File: src/as_status_params.svh
`ifndef AS_STATUS_PARAMS_SVH
`define AS_STATUS_PARAMS_SVH

// Status byte field positions
`define AS_ST_RXFULL   0
`define AS_ST_TXEMPTY  1
`define AS_ST_CARRIER  2
`define AS_ST_CTS      3
`define AS_ST_FRAME    4
`define AS_ST_LOST     5
`define AS_ST_PARITY   6
`define AS_ST_IRQ      7

// Control byte field positions
`define AS_CT_DIV_LO   0
`define AS_CT_DIV_HI   1
`define AS_CT_WS_LO    2
`define AS_CT_WS_HI    4
`define AS_CT_TX_LO    5
`define AS_CT_TX_HI    6
`define AS_CT_RXIE     7

// Control codes
`define AS_DIV_MRESET  2'h3
`define AS_TX_IRQ_ON   2'h1
`define AS_TX_RTS_OFF  2'h2
`define AS_TX_BREAK    2'h3

// Reset values
`define AS_CTL_RST     8'h03
`define AS_BYTE_RST    8'h00

`endif

File: src/as_pkg.sv
package as_pkg;

   typedef logic [7:0] as_byte_t;

   typedef enum logic [1:0] {
      AS_PAR_NONE,
      AS_PAR_EVEN,
      AS_PAR_ODD
   } as_parmode_e;

endpackage

File: src/as_parity.sv
`timescale 1ns/1ps

module as_parity (
   // Format
   input  wire logic              seven_bit,
   input  wire as_pkg::as_parmode_e par_mode,
   // Receive check
   input  wire logic [7:0]        chk_word,
   input  wire logic              chk_par,
   output logic                   chk_err,
   // Transmit generation
   input  wire logic [7:0]        gen_word,
   output logic                   gen_bit
);

   logic [7:0] mask;
   logic       odd_sel;
   logic       par_on;

   assign mask    = seven_bit ? 8'h7f : 8'hff;
   assign odd_sel = (par_mode == as_pkg::AS_PAR_ODD);
   assign par_on  = (par_mode != as_pkg::AS_PAR_NONE);

   // Error when total ones disagree with the chosen sense
   assign chk_err = par_on & (^(chk_word & mask) ^ chk_par ^ odd_sel);
   // Generator gives a bit that makes the total match
   assign gen_bit = par_on & (^(gen_word & mask) ^ odd_sel);

endmodule

File: src/as_status_flags.sv
// Functional notes
// - Status bit 3 mirrors the clear-to-send input: low means clear.
// - Clear-to-send high keeps transmit-empty status from reading empty.
// - Master reset leaves the clear-to-send status bit following its input.
// - Frame fault bit 4 set when first stop bit of character missing.
// - Frame fault updated on load into holding, valid while held.
// - Overrun detected when second unread character completes its last bit.
// - Overrun shows in status only after the valid character is read.
// - Receive-full stays set while the overrun is uncleared.
// - Receiver framing keeps running through an overrun.
// - Overrun cleared by holding register read or master reset.
// - Parity fault bit 6 set when ones count disagrees with parity.
// - Parity fault stays while offending character remains held.
// - No-parity formats suppress transmit generator and receive check.
// - Status bit 7 high whenever interrupt output is asserted low.
// - Interrupt asserted for any source whose enable is set.
// - Holding register read or transmit write clears interrupt request.
// - Both divide bits high give master reset of status and link.
// - Status presented on read with bus select high, register select low and read/write high.
// - Control bit 7 enables receive-full, overrun, carrier-rise interrupts.
// - Receive-full cleared by holding register read or master reset.
`include "as_status_params.svh"
`timescale 1ns/1ps

module as_status_flags (
   // Clock and reset
   input  wire logic       clk,
   input  wire logic       sys_rst,
   // Processor bus
   input  wire logic       bus_sel,
   input  wire logic       bus_rs,
   input  wire logic       bus_rw,
   input  wire logic [7:0] bus_wdata,
   output logic      [7:0] bus_rdata,
   output logic            irq_n,
   // Modem pins
   input  wire logic       cts_n,
   input  wire logic       dcd_n,
   output logic            rts_n,
   // Receiver side
   input  wire logic       rx_done,
   input  wire logic [7:0] rx_word,
   input  wire logic       rx_par,
   input  wire logic       rx_stop_ok,
   // Transmitter side
   input  wire logic       tx_take,
   output logic [7:0]      tx_data,
   output logic            tx_par_bit,
   output logic            tx_ready,
   output logic            tx_break,
   // Shared control
   output logic            link_mreset,
   output logic            rx_inhibit,
   output logic [1:0]      clk_div_sel,
   output logic [2:0]      word_sel
);

   // Bus decode
   logic rd_rx;
   logic wr_tx;
   logic wr_ctl;
   logic rd_st;
   assign rd_rx  = bus_sel & bus_rs & bus_rw;
   assign wr_tx  = bus_sel & bus_rs & ~bus_rw;
   assign wr_ctl = bus_sel & ~bus_rs & ~bus_rw;
   assign rd_st  = bus_sel & ~bus_rs & bus_rw;

   // Modem input synchronisers
   logic [1:0] modem_s;
   logic       cts_s;
   logic       dcd_s;
   as_sync2 #(.WIDTH(2)) u_sync (
      .clk      (clk),
      .sys_rst  (sys_rst),
      .async_in ({dcd_n, cts_n}),
      .sync_out (modem_s)
   );
   assign cts_s = modem_s[0];
   assign dcd_s = modem_s[1];

   // Control register
   logic [7:0] ctl_q;
   logic [7:0] ctl_d;
   logic       mr;
   logic       seven_bit;
   logic       rx_ie;
   logic       tx_ie;
   logic [1:0] tx_ctl;
   as_pkg::as_parmode_e par_mode;

   always_comb begin
      ctl_d = ctl_q;
      if (wr_ctl) begin
         ctl_d = bus_wdata;
      end
   end
   always_ff @(posedge clk) begin
      if (sys_rst) begin
         ctl_q <= `AS_CTL_RST;
      end else begin
         ctl_q <= ctl_d;
      end
   end

   assign mr = (ctl_q[`AS_CT_DIV_HI:`AS_CT_DIV_LO] == `AS_DIV_MRESET);
   assign word_sel    = ctl_q[`AS_CT_WS_HI:`AS_CT_WS_LO];
   assign clk_div_sel = ctl_q[`AS_CT_DIV_HI:`AS_CT_DIV_LO];
   assign tx_ctl      = ctl_q[`AS_CT_TX_HI:`AS_CT_TX_LO];
   assign rx_ie       = ctl_q[`AS_CT_RXIE];
   assign tx_ie       = (tx_ctl == `AS_TX_IRQ_ON);
   assign seven_bit   = ~word_sel[2];
   assign rts_n       = (tx_ctl == `AS_TX_RTS_OFF);
   assign tx_break    = (tx_ctl == `AS_TX_BREAK);
   assign link_mreset = mr;
   assign rx_inhibit  = dcd_s;

   always_comb begin
      if (word_sel[2] & ~word_sel[1]) begin
         par_mode = as_pkg::AS_PAR_NONE;
      end else if (word_sel[0]) begin
         par_mode = as_pkg::AS_PAR_ODD;
      end else begin
         par_mode = as_pkg::AS_PAR_EVEN;
      end
   end

   // Parity check and generation
   logic chk_err;
   as_parity u_par (
      .seven_bit (seven_bit),
      .par_mode  (par_mode),
      .chk_word  (rx_word),
      .chk_par   (rx_par),
      .chk_err   (chk_err),
      .gen_word  (tx_data),
      .gen_bit   (tx_par_bit)
   );

   // Receive holding register and its flags
   as_pkg::as_byte_t rx_hold_q;
   as_pkg::as_byte_t rx_hold_d;
   logic rx_full_q;
   logic rx_full_d;
   logic frame_q;
   logic frame_d;
   logic par_q;
   logic par_d;
   logic lost_q;
   logic lost_d;
   logic pend_q;
   logic pend_d;
   logic rx_ok;
   assign rx_ok = rx_done & ~mr & ~dcd_s;
   always_comb begin
      rx_hold_d = rx_hold_q;
      rx_full_d = rx_full_q;
      frame_d   = frame_q;
      par_d     = par_q;
      lost_d    = lost_q;
      pend_d    = pend_q;
      if (rd_rx) begin
         if (pend_q) begin
            lost_d = 1'b1;
            pend_d = 1'b0;
         end else begin
            rx_full_d = 1'b0;
            lost_d    = 1'b0;
         end
      end
      if (rx_ok) begin
         if (!rx_full_d) begin
            rx_hold_d = seven_bit ? {1'b0, rx_word[6:0]} : rx_word;
            rx_full_d = 1'b1;
            frame_d   = ~rx_stop_ok;
            par_d     = chk_err;
         end else begin
            pend_d = 1'b1;
         end
      end
      if (mr) begin
         rx_full_d = 1'b0;
         frame_d   = 1'b0;
         par_d     = 1'b0;
         lost_d    = 1'b0;
         pend_d    = 1'b0;
      end
   end

   always_ff @(posedge clk) begin
      if (sys_rst) begin
         rx_hold_q <= `AS_BYTE_RST;
         rx_full_q <= 1'b0;
         frame_q   <= 1'b0;
         par_q     <= 1'b0;
         lost_q    <= 1'b0;
         pend_q    <= 1'b0;
      end else begin
         rx_hold_q <= rx_hold_d;
         rx_full_q <= rx_full_d;
         frame_q   <= frame_d;
         par_q     <= par_d;
         lost_q    <= lost_d;
         pend_q    <= pend_d;
      end
   end

   // Carrier loss latch
   logic dcd_prev_q;
   logic carrier_q;
   logic carrier_d;
   logic armed_q;
   logic armed_d;

   always_comb begin
      carrier_d = carrier_q;
      armed_d   = armed_q;
      if (rd_st & carrier_q) begin
         armed_d = 1'b1;
      end
      if (rd_rx & armed_q) begin
         carrier_d = 1'b0;
         armed_d   = 1'b0;
      end
      if (mr) begin
         carrier_d = 1'b0;
         armed_d   = 1'b0;
      end
      if (dcd_s & ~dcd_prev_q) begin
         carrier_d = 1'b1;
      end
   end
   always_ff @(posedge clk) begin
      if (sys_rst) begin
         dcd_prev_q <= 1'b1;
         carrier_q  <= 1'b0;
         armed_q    <= 1'b0;
      end else begin
         dcd_prev_q <= dcd_s;
         carrier_q  <= carrier_d;
         armed_q    <= armed_d;
      end
   end

   // Transmit holding register
   as_pkg::as_byte_t tx_hold_q;
   as_pkg::as_byte_t tx_hold_d;
   logic tx_empty_q;
   logic tx_empty_d;

   always_comb begin
      tx_hold_d  = tx_hold_q;
      tx_empty_d = tx_empty_q;
      if (tx_take) begin
         tx_empty_d = 1'b1;
      end
      if (wr_tx) begin
         tx_hold_d  = bus_wdata;
         tx_empty_d = 1'b0;
      end
      if (mr) begin
         tx_empty_d = 1'b1;
      end
   end
   always_ff @(posedge clk) begin
      if (sys_rst) begin
         tx_hold_q  <= `AS_BYTE_RST;
         tx_empty_q <= 1'b1;
      end else begin
         tx_hold_q  <= tx_hold_d;
         tx_empty_q <= tx_empty_d;
      end
   end

   assign tx_data  = tx_hold_q;
   assign tx_ready = ~tx_empty_q & ~mr;

   // Interrupt and status assembly
   logic [7:0] st;
   logic       rx_full_vis;
   logic       tx_empty_vis;
   logic       irq_d;
   logic       irq_n_q;

   assign rx_full_vis  = rx_full_q & ~dcd_s;
   assign tx_empty_vis = tx_empty_q & ~cts_s;
   assign irq_d = (rx_ie & (rx_full_vis | lost_q | carrier_q))
                | (tx_ie & tx_empty_vis);

   always_comb begin
      st                = 8'h00;
      st[`AS_ST_RXFULL] = rx_full_vis;
      st[`AS_ST_TXEMPTY]= tx_empty_vis;
      st[`AS_ST_CARRIER]= carrier_q | dcd_s;
      st[`AS_ST_CTS]    = cts_s;
      st[`AS_ST_FRAME]  = frame_q;
      st[`AS_ST_LOST]   = lost_q;
      st[`AS_ST_PARITY] = par_q;
      st[`AS_ST_IRQ]    = ~irq_n_q;
   end

   // Bus read data
   logic [7:0] rdata_q;
   logic [7:0] rdata_d;

   always_comb begin
      rdata_d = rdata_q;
      if (rd_st) begin
         rdata_d = st;
      end else if (rd_rx) begin
         rdata_d = rx_hold_q;
      end
   end
   always_ff @(posedge clk) begin
      if (sys_rst) begin
         rdata_q <= `AS_BYTE_RST;
         irq_n_q <= 1'b1;
      end else begin
         rdata_q <= rdata_d;
         irq_n_q <= ~irq_d;
      end
   end

   assign bus_rdata = rdata_q;
   assign irq_n     = irq_n_q;
endmodule

File: src/as_sync2.sv
`timescale 1ns/1ps

module as_sync2 #(
   parameter int WIDTH = 2
) (
   // Clock and reset
   input  wire logic             clk,
   input  wire logic             sys_rst,
   // Asynchronous levels in, synchronised levels out
   input  wire logic [WIDTH-1:0] async_in,
   output logic      [WIDTH-1:0] sync_out
);

   logic [WIDTH-1:0] meta_q;
   logic [WIDTH-1:0] sync_q;

   // Idle modem lines are high
   always_ff @(posedge clk) begin
      if (sys_rst) begin
         meta_q <= '1;
         sync_q <= '1;
      end else begin
         meta_q <= async_in;
         sync_q <= meta_q;
      end
   end

   assign sync_out = sync_q;

endmodule

File: config.mk
export PLATFORM = sky130hd
export DESIGN_NAME = as_status_flags
export DESIGN_NICKNAME = d
export VERILOG_FILES = /design/src/as_pkg.sv /design/src/as_parity.sv /design/src/as_status_flags.sv /design/src/as_sync2.sv
export VERILOG_INCLUDE_DIRS = /design/src /design/src/src
export SDC_FILE = /design/constraint.sdc
export NUM_CORES = 1
export LEC_CHECK = 0
export BUFFER_PORTS_ARGS = -buffer_cell sky130_fd_sc_hd__buf_4
export CORE_ASPECT_RATIO = 0.7
export CORE_MARGIN = 1.5
export CORE_UTILIZATION = 52
export CTS_BUF_LIST = sky130_fd_sc_hd__clkbuf_8 sky130_fd_sc_hd__clkbuf_16
export CTS_CLUSTER_DIAMETER = 150
export DETAILED_ROUTE_END_ITERATION = 8
export PLACE_DENSITY = 0.79
export SLEW_MARGIN = 10
export SYNTH_ARGS = -nofsm -noshare
export SYNTH_HDL_FRONTEND = slang
export SYNTH_SLANG_ARGS = --single-unit
File: constraint.sdc
create_clock -name clk -period 1.9 [get_ports clk]
set_clock_uncertainty 0.2 [all_clocks]
set_input_delay 0.285 -clock clk [delete_from_list [all_inputs] [get_ports clk]]
set_output_delay 0.285 -clock clk [all_outputs]
set_load 0.01 [all_outputs]
# Yosys cells after proc, flatten, opt, wreduce, memory -nomap -nowiden
# Cells that the tools add are included.
[word_totals]
out_inout_bits = 28
reg_bits = 46
word_cells = 88
inputBits = 27
[classes]
bitwise_logic = 40
n_eq_ne = 5
muxes = 18
n_reduce_logical = 9
[op_table]
columns = ["op", "n"]
rows = [
  ["$mux W8", 4],
  ["$and A1 B1 Y1", 19],
  ["$and A8 B8 Y8", 2],
  ["$reduce_xor A8 Y1", 2],
  ["$mux W1", 12],
  ["$not A1 Y1", 12],
  ["$eq A2 B2 Y1 const B", 4],
  ["$reduce_bool A2 Y1", 3],
  ["$mux W2", 2],
  ["$or A1 B1 Y1", 4],
  ["$reduce_bool A3 Y1", 1],
  ["$reduce_or A3 Y1", 1],
  ["$xor A1 B1 Y1", 3],
  ["$eq A2 B1 Y1 const B", 1],
  ["$reduce_and A2 Y1", 1],
  ["$reduce_or A2 Y1", 1],
]

# Longest topological paths before layout
[logic_depth]
word_depth = 7
mapped_depth = 6
ltp_nobuf = 4

# Cells and area by module
# Synthesis repeated with hierarchy kept, for this count alone.
[hier_totals]
hier_cells = 215
area_unflattened_um2 = 2090.8
[modules_own_cells]
columns = ["mod", "area_each_um2", "instances", "cells_per_inst", "seq_area_each_um2"]
rows = [
  ["as_status_flags", 1803.0, 1, 189, 840.8],
  ["as_parity", 182.7, 1, 18, 0.0],
  ["as_sync2", 105.1, 1, 8, 80.1],
]

# Worst setup path before layout
# OpenSTA, ideal clock, no wires.
[synth_path]
path_type = "register to output"
start = "reg tx_hold_q[6] (netlist: tx_data[6])"
end = "out tx_par_bit"
path_buffers = 0
required_ps = 1415
path_stages_with_launch = 5
slack_ps = 183
arrival_time_ps = 1232
cell_sequence = "dfxtp_1 xor2_1 xnor3_1 xnor2_1 nor2_1"
[synth_between]
elab_chain_len = 4
[synth_lines]
columns = ["item", "line", "source"]
rows = [
  ["start: declaration", "as_status_flags.sv:245", "as_pkg::as_byte_t tx_hold_q;"],
  ["start signal: assignment", "as_status_flags.sv:266", "tx_hold_q <= `AS_BYTE_RST;"],
  ["start signal: assignment", "as_status_flags.sv:269", "tx_hold_q <= tx_hold_d;"],
  ["$and A8 B8 Y8", "as_parity.sv:27", "assign gen_bit = par_on & (^(gen_word & mask) ^ odd_sel);"],
  ["$reduce_xor A8 Y1", "as_parity.sv:27", ""],
  ["$xor A1 B1 Y1", "as_parity.sv:27", ""],
  ["$and A1 B1 Y1", "as_parity.sv:27", ""],
  ["end: declaration", "as_status_flags.sv:48", "output logic tx_par_bit,"],
]
# Every way passes these cells.

# Final worst setup path
[layout_path]
start = "reg tx_hold_q[3] (netlist: tx_data[3])"
end = "out tx_par_bit"
# Same word-level chain as after synthesis.

==> reports/metrics.cfg <==
[layout]
layout-drive-gt1-share_pct=31.8
nets=284
fin_util_pct=71.1
postLayoutCellArea_um2=2590
final_cell_count_no_fill=308
n_antenna_cell=0
final.fill_count=294
syn2layout_area_growth_pct=27.2

[synth]
ys_types=36
synth_mux_area_share_pct=14.7
syn_area_per_cell_um2=10.1
ys_ff_latch=46
yosys_warnings=0
synth_area_leader_cell=dfxtp_1
yosysMostFrequentCell=dfxtp_1
synth-adder-area-share_pct=0.490
synth_area_leaders=dfxtp_1 (45%), mux2i_1 (15%), nor2_1 (6.8%)
syn-cell-area_um2=2040
async_reset_ff_share_pct=0
synth_edf_count=0
synth-compound-area-share_pct=8.65
synthTopCellsByCount=dfxtp_1 (46), nor2_1 (37), mux2i_1 (30)
synth-xor-area-share_pct=7.60
yosysTopAreaCellShare_pct=45.1
ys_seq_area_share_pct=45.1
synthSimpleGateAreaFrac_pct=17.8
synthCells=202
synth_fp_nets=229
synth_top_family_by_area=simple AND/OR/NAND/NOR gates
synthFlopType=dfxtp_1

[die]
die_h_um=55.4
start_util_pct=55.9
die_x_um=77.9
core_area_um2=3650
std_cell_rows=18
dieArea_um2=4320
num_io_pins=55

[hold_path]
min_path_cells=2
holdCritPathClass=input port to register

[global_routing]
antenna_found_initial=0
grtUsageMet2_pct=29.3
grt_pass1_wl_um=6700
grt-busiest-layer=met2
grt_usage_pct=19.6
grtUsageMet1_pct=27.9
grt_overflow_total=0
grt_max_degree=42
first_global_vias=1439
use_met3_pct=4.63

[pwr]
finalPower_uw=1880
power.density_nw_per_um2=725
vdd_drop_max_mv=0.550
p_leak_uw=0.00114

[worst_setup_path]
critPathRequiredTime_ps=1410
critPathLaunchType=register
critPathMaxFanout=2
crit_path_end=tx_par_bit
r2r-end=rx_hold_q[5]
cp-startpoint=tx_data[3]
worstSetupEndpointType=primary output
arrival_ps=1560
reg2reg_depth=5
r2r_slack_ps=180
path_class=register to primary output
worst_r2r_startpoint=u_sync.sync_out[1]

[cts]
cts_buffers=5
cts_sinks=46
cts_max_path_buffers=2
clk_latency_ps=290
clkTransAtPathRegs_ps=80
cts-root-buf=clkbuf_8
htreeDepth=2
cts_tree=yes

[timing]
period_share_pct=108
max_clock_freq_ghz=0.489
tightest_slew_ps=413
grt_setup_unrepaired=yes
hold_viol_final=0
timing.hold.ws_ps=7.91
maxSlewViolCount=0
fin_ws_ps=-145
setup_violations=1
max_slew_margin_pct=72.5
min_period_ps=2040

[detailed_routing]
via_per_inst=5.08
wirelength_um=4060
drc=0
postRouteAntennaNets=0
num_vias=1565
drt-initial-drc-count=58
wl_per_cell_um=13.2
drt_first_pass_iters=4

[run_status]
violations=setup timing
status=finished, violations left

[placed_design]
dp_hpwl_um=2870
place_congestion=0.761
place_inst=295
port_buffers=54
place_area_um2=2450

[run]
maxCapViolCount=0

## metrics by stage
stage	TNS (ps)	worst slack, ps
floorplan	0	183
global placement	0	122
detailed placement	0	92.8
CTS	-149	-149
global route	-254	-254
finish	-145	-145
## flip-flops by register name, summed over array words and instances (netlist names)
name	count
bus_rdata	8
ctl_q	8
rx_hold_q	8
tx_data	8
u_sync.meta_q	2
u_sync.sync_out	2
armed_q	1
carrier_q	1
dcd_prev_q	1
frame_q	1
irq_n	1
lost_q	1
par_q	1
pend_q	1
rx_full_q	1
tx_empty_q	1
## worst max-delay path, stage by stage (launching register included)
cell     delay [ps]
dfxtp_2         340
xnor2_2         170
xnor3_1         420
xnor2_1         140
nor2_1           50
buf_4           140
## cell type report
type                            instances  area (um2)  share of cell area, %
Multi-Input combinational cell        137        1010                   39.0
Sequential cell                        46         923                   35.6
Timing Repair Buffer                   65         498                   19.2
Clock buffer                            6        82.6                   3.18
Tap cell                               50        62.6                   2.41
Clock inverter                          2        8.76                  0.338
Inverter                                2        7.51                  0.289
## per-layer routing
layer	routed length, um	vias to the layer above
met3	179	5
met5	0	-
met4	33	0
met2	1700	36
li1	-	793
met1	2150	731
## layout by cell type, fill, tap and decap left out, types with 2 or more instances in the layout
cell | Yosys | layout
a211o_1 | 2 | 2
a211oi_1 | 6 | 6
a21oi_1 | 4 | 4
and2_1 | 6 | 6
buf_4 | 6 | 61
clkbuf_8 | 0 | 6
dfxtp_1 | 46 | 44
dfxtp_2 | 0 | 2
dlygate4sd3_1 | 0 | 4
inv_1 | 2 | 3
mux2i_1 | 30 | 30
nand2_1 | 7 | 7
nand3b_1 | 2 | 2
nor2_1 | 37 | 37
nor2b_1 | 5 | 5
nor3b_1 | 2 | 2
o21ai_0 | 3 | 3
or2_2 | 6 | 6
xnor2_1 | 9 | 8
xnor3_1 | 3 | 3
## report_power, final
group	total (uW)	switching, uW	internal (uW)
clock network	595	307	288
logic	276	124	151
registers	1010	19.3	991
## cells by family (layout without fill, tap and decap cells)
family | count (synthesis) | in the layout
DFF | 46 | 46
adders and majority gates | 1 | 1
and+or+nand+nor | 71 | 71
AOI/OAI and AO/OA | 22 | 22
muxes | 30 | 30
buffers and inverters | 19 | 75
xor gates and xnor gates | 13 | 13
## worst min path at each step
| stage | startpoint | end | slack [ps] |
|---|---|---|---|
| floorplan | rx_stop_ok | frame_q | 170 |
| global placement | u_sync.meta_q[1] | u_sync.sync_out[1] | 190 |
| detailed placement | u_sync.meta_q[1] | u_sync.sync_out[1] | 200 |
| CTS | tx_take | tx_empty_q | 0.8 |
| global route | bus_wdata[1] | ctl_q[1] | 0.8 |
| finish | bus_wdata[1] | ctl_q[1] | 8 |
## timing repair
item | in CTS | in global routing
hold buffers | 4 | 0
endpoints found under the hold margin | 4 | 0
resized for setup | 3 | 0
setup endpoints to repair | 1 | 1
buffers inserted | 1 | 0
pin swaps | 4 | 0
Power figures use the tool's default switching activity.
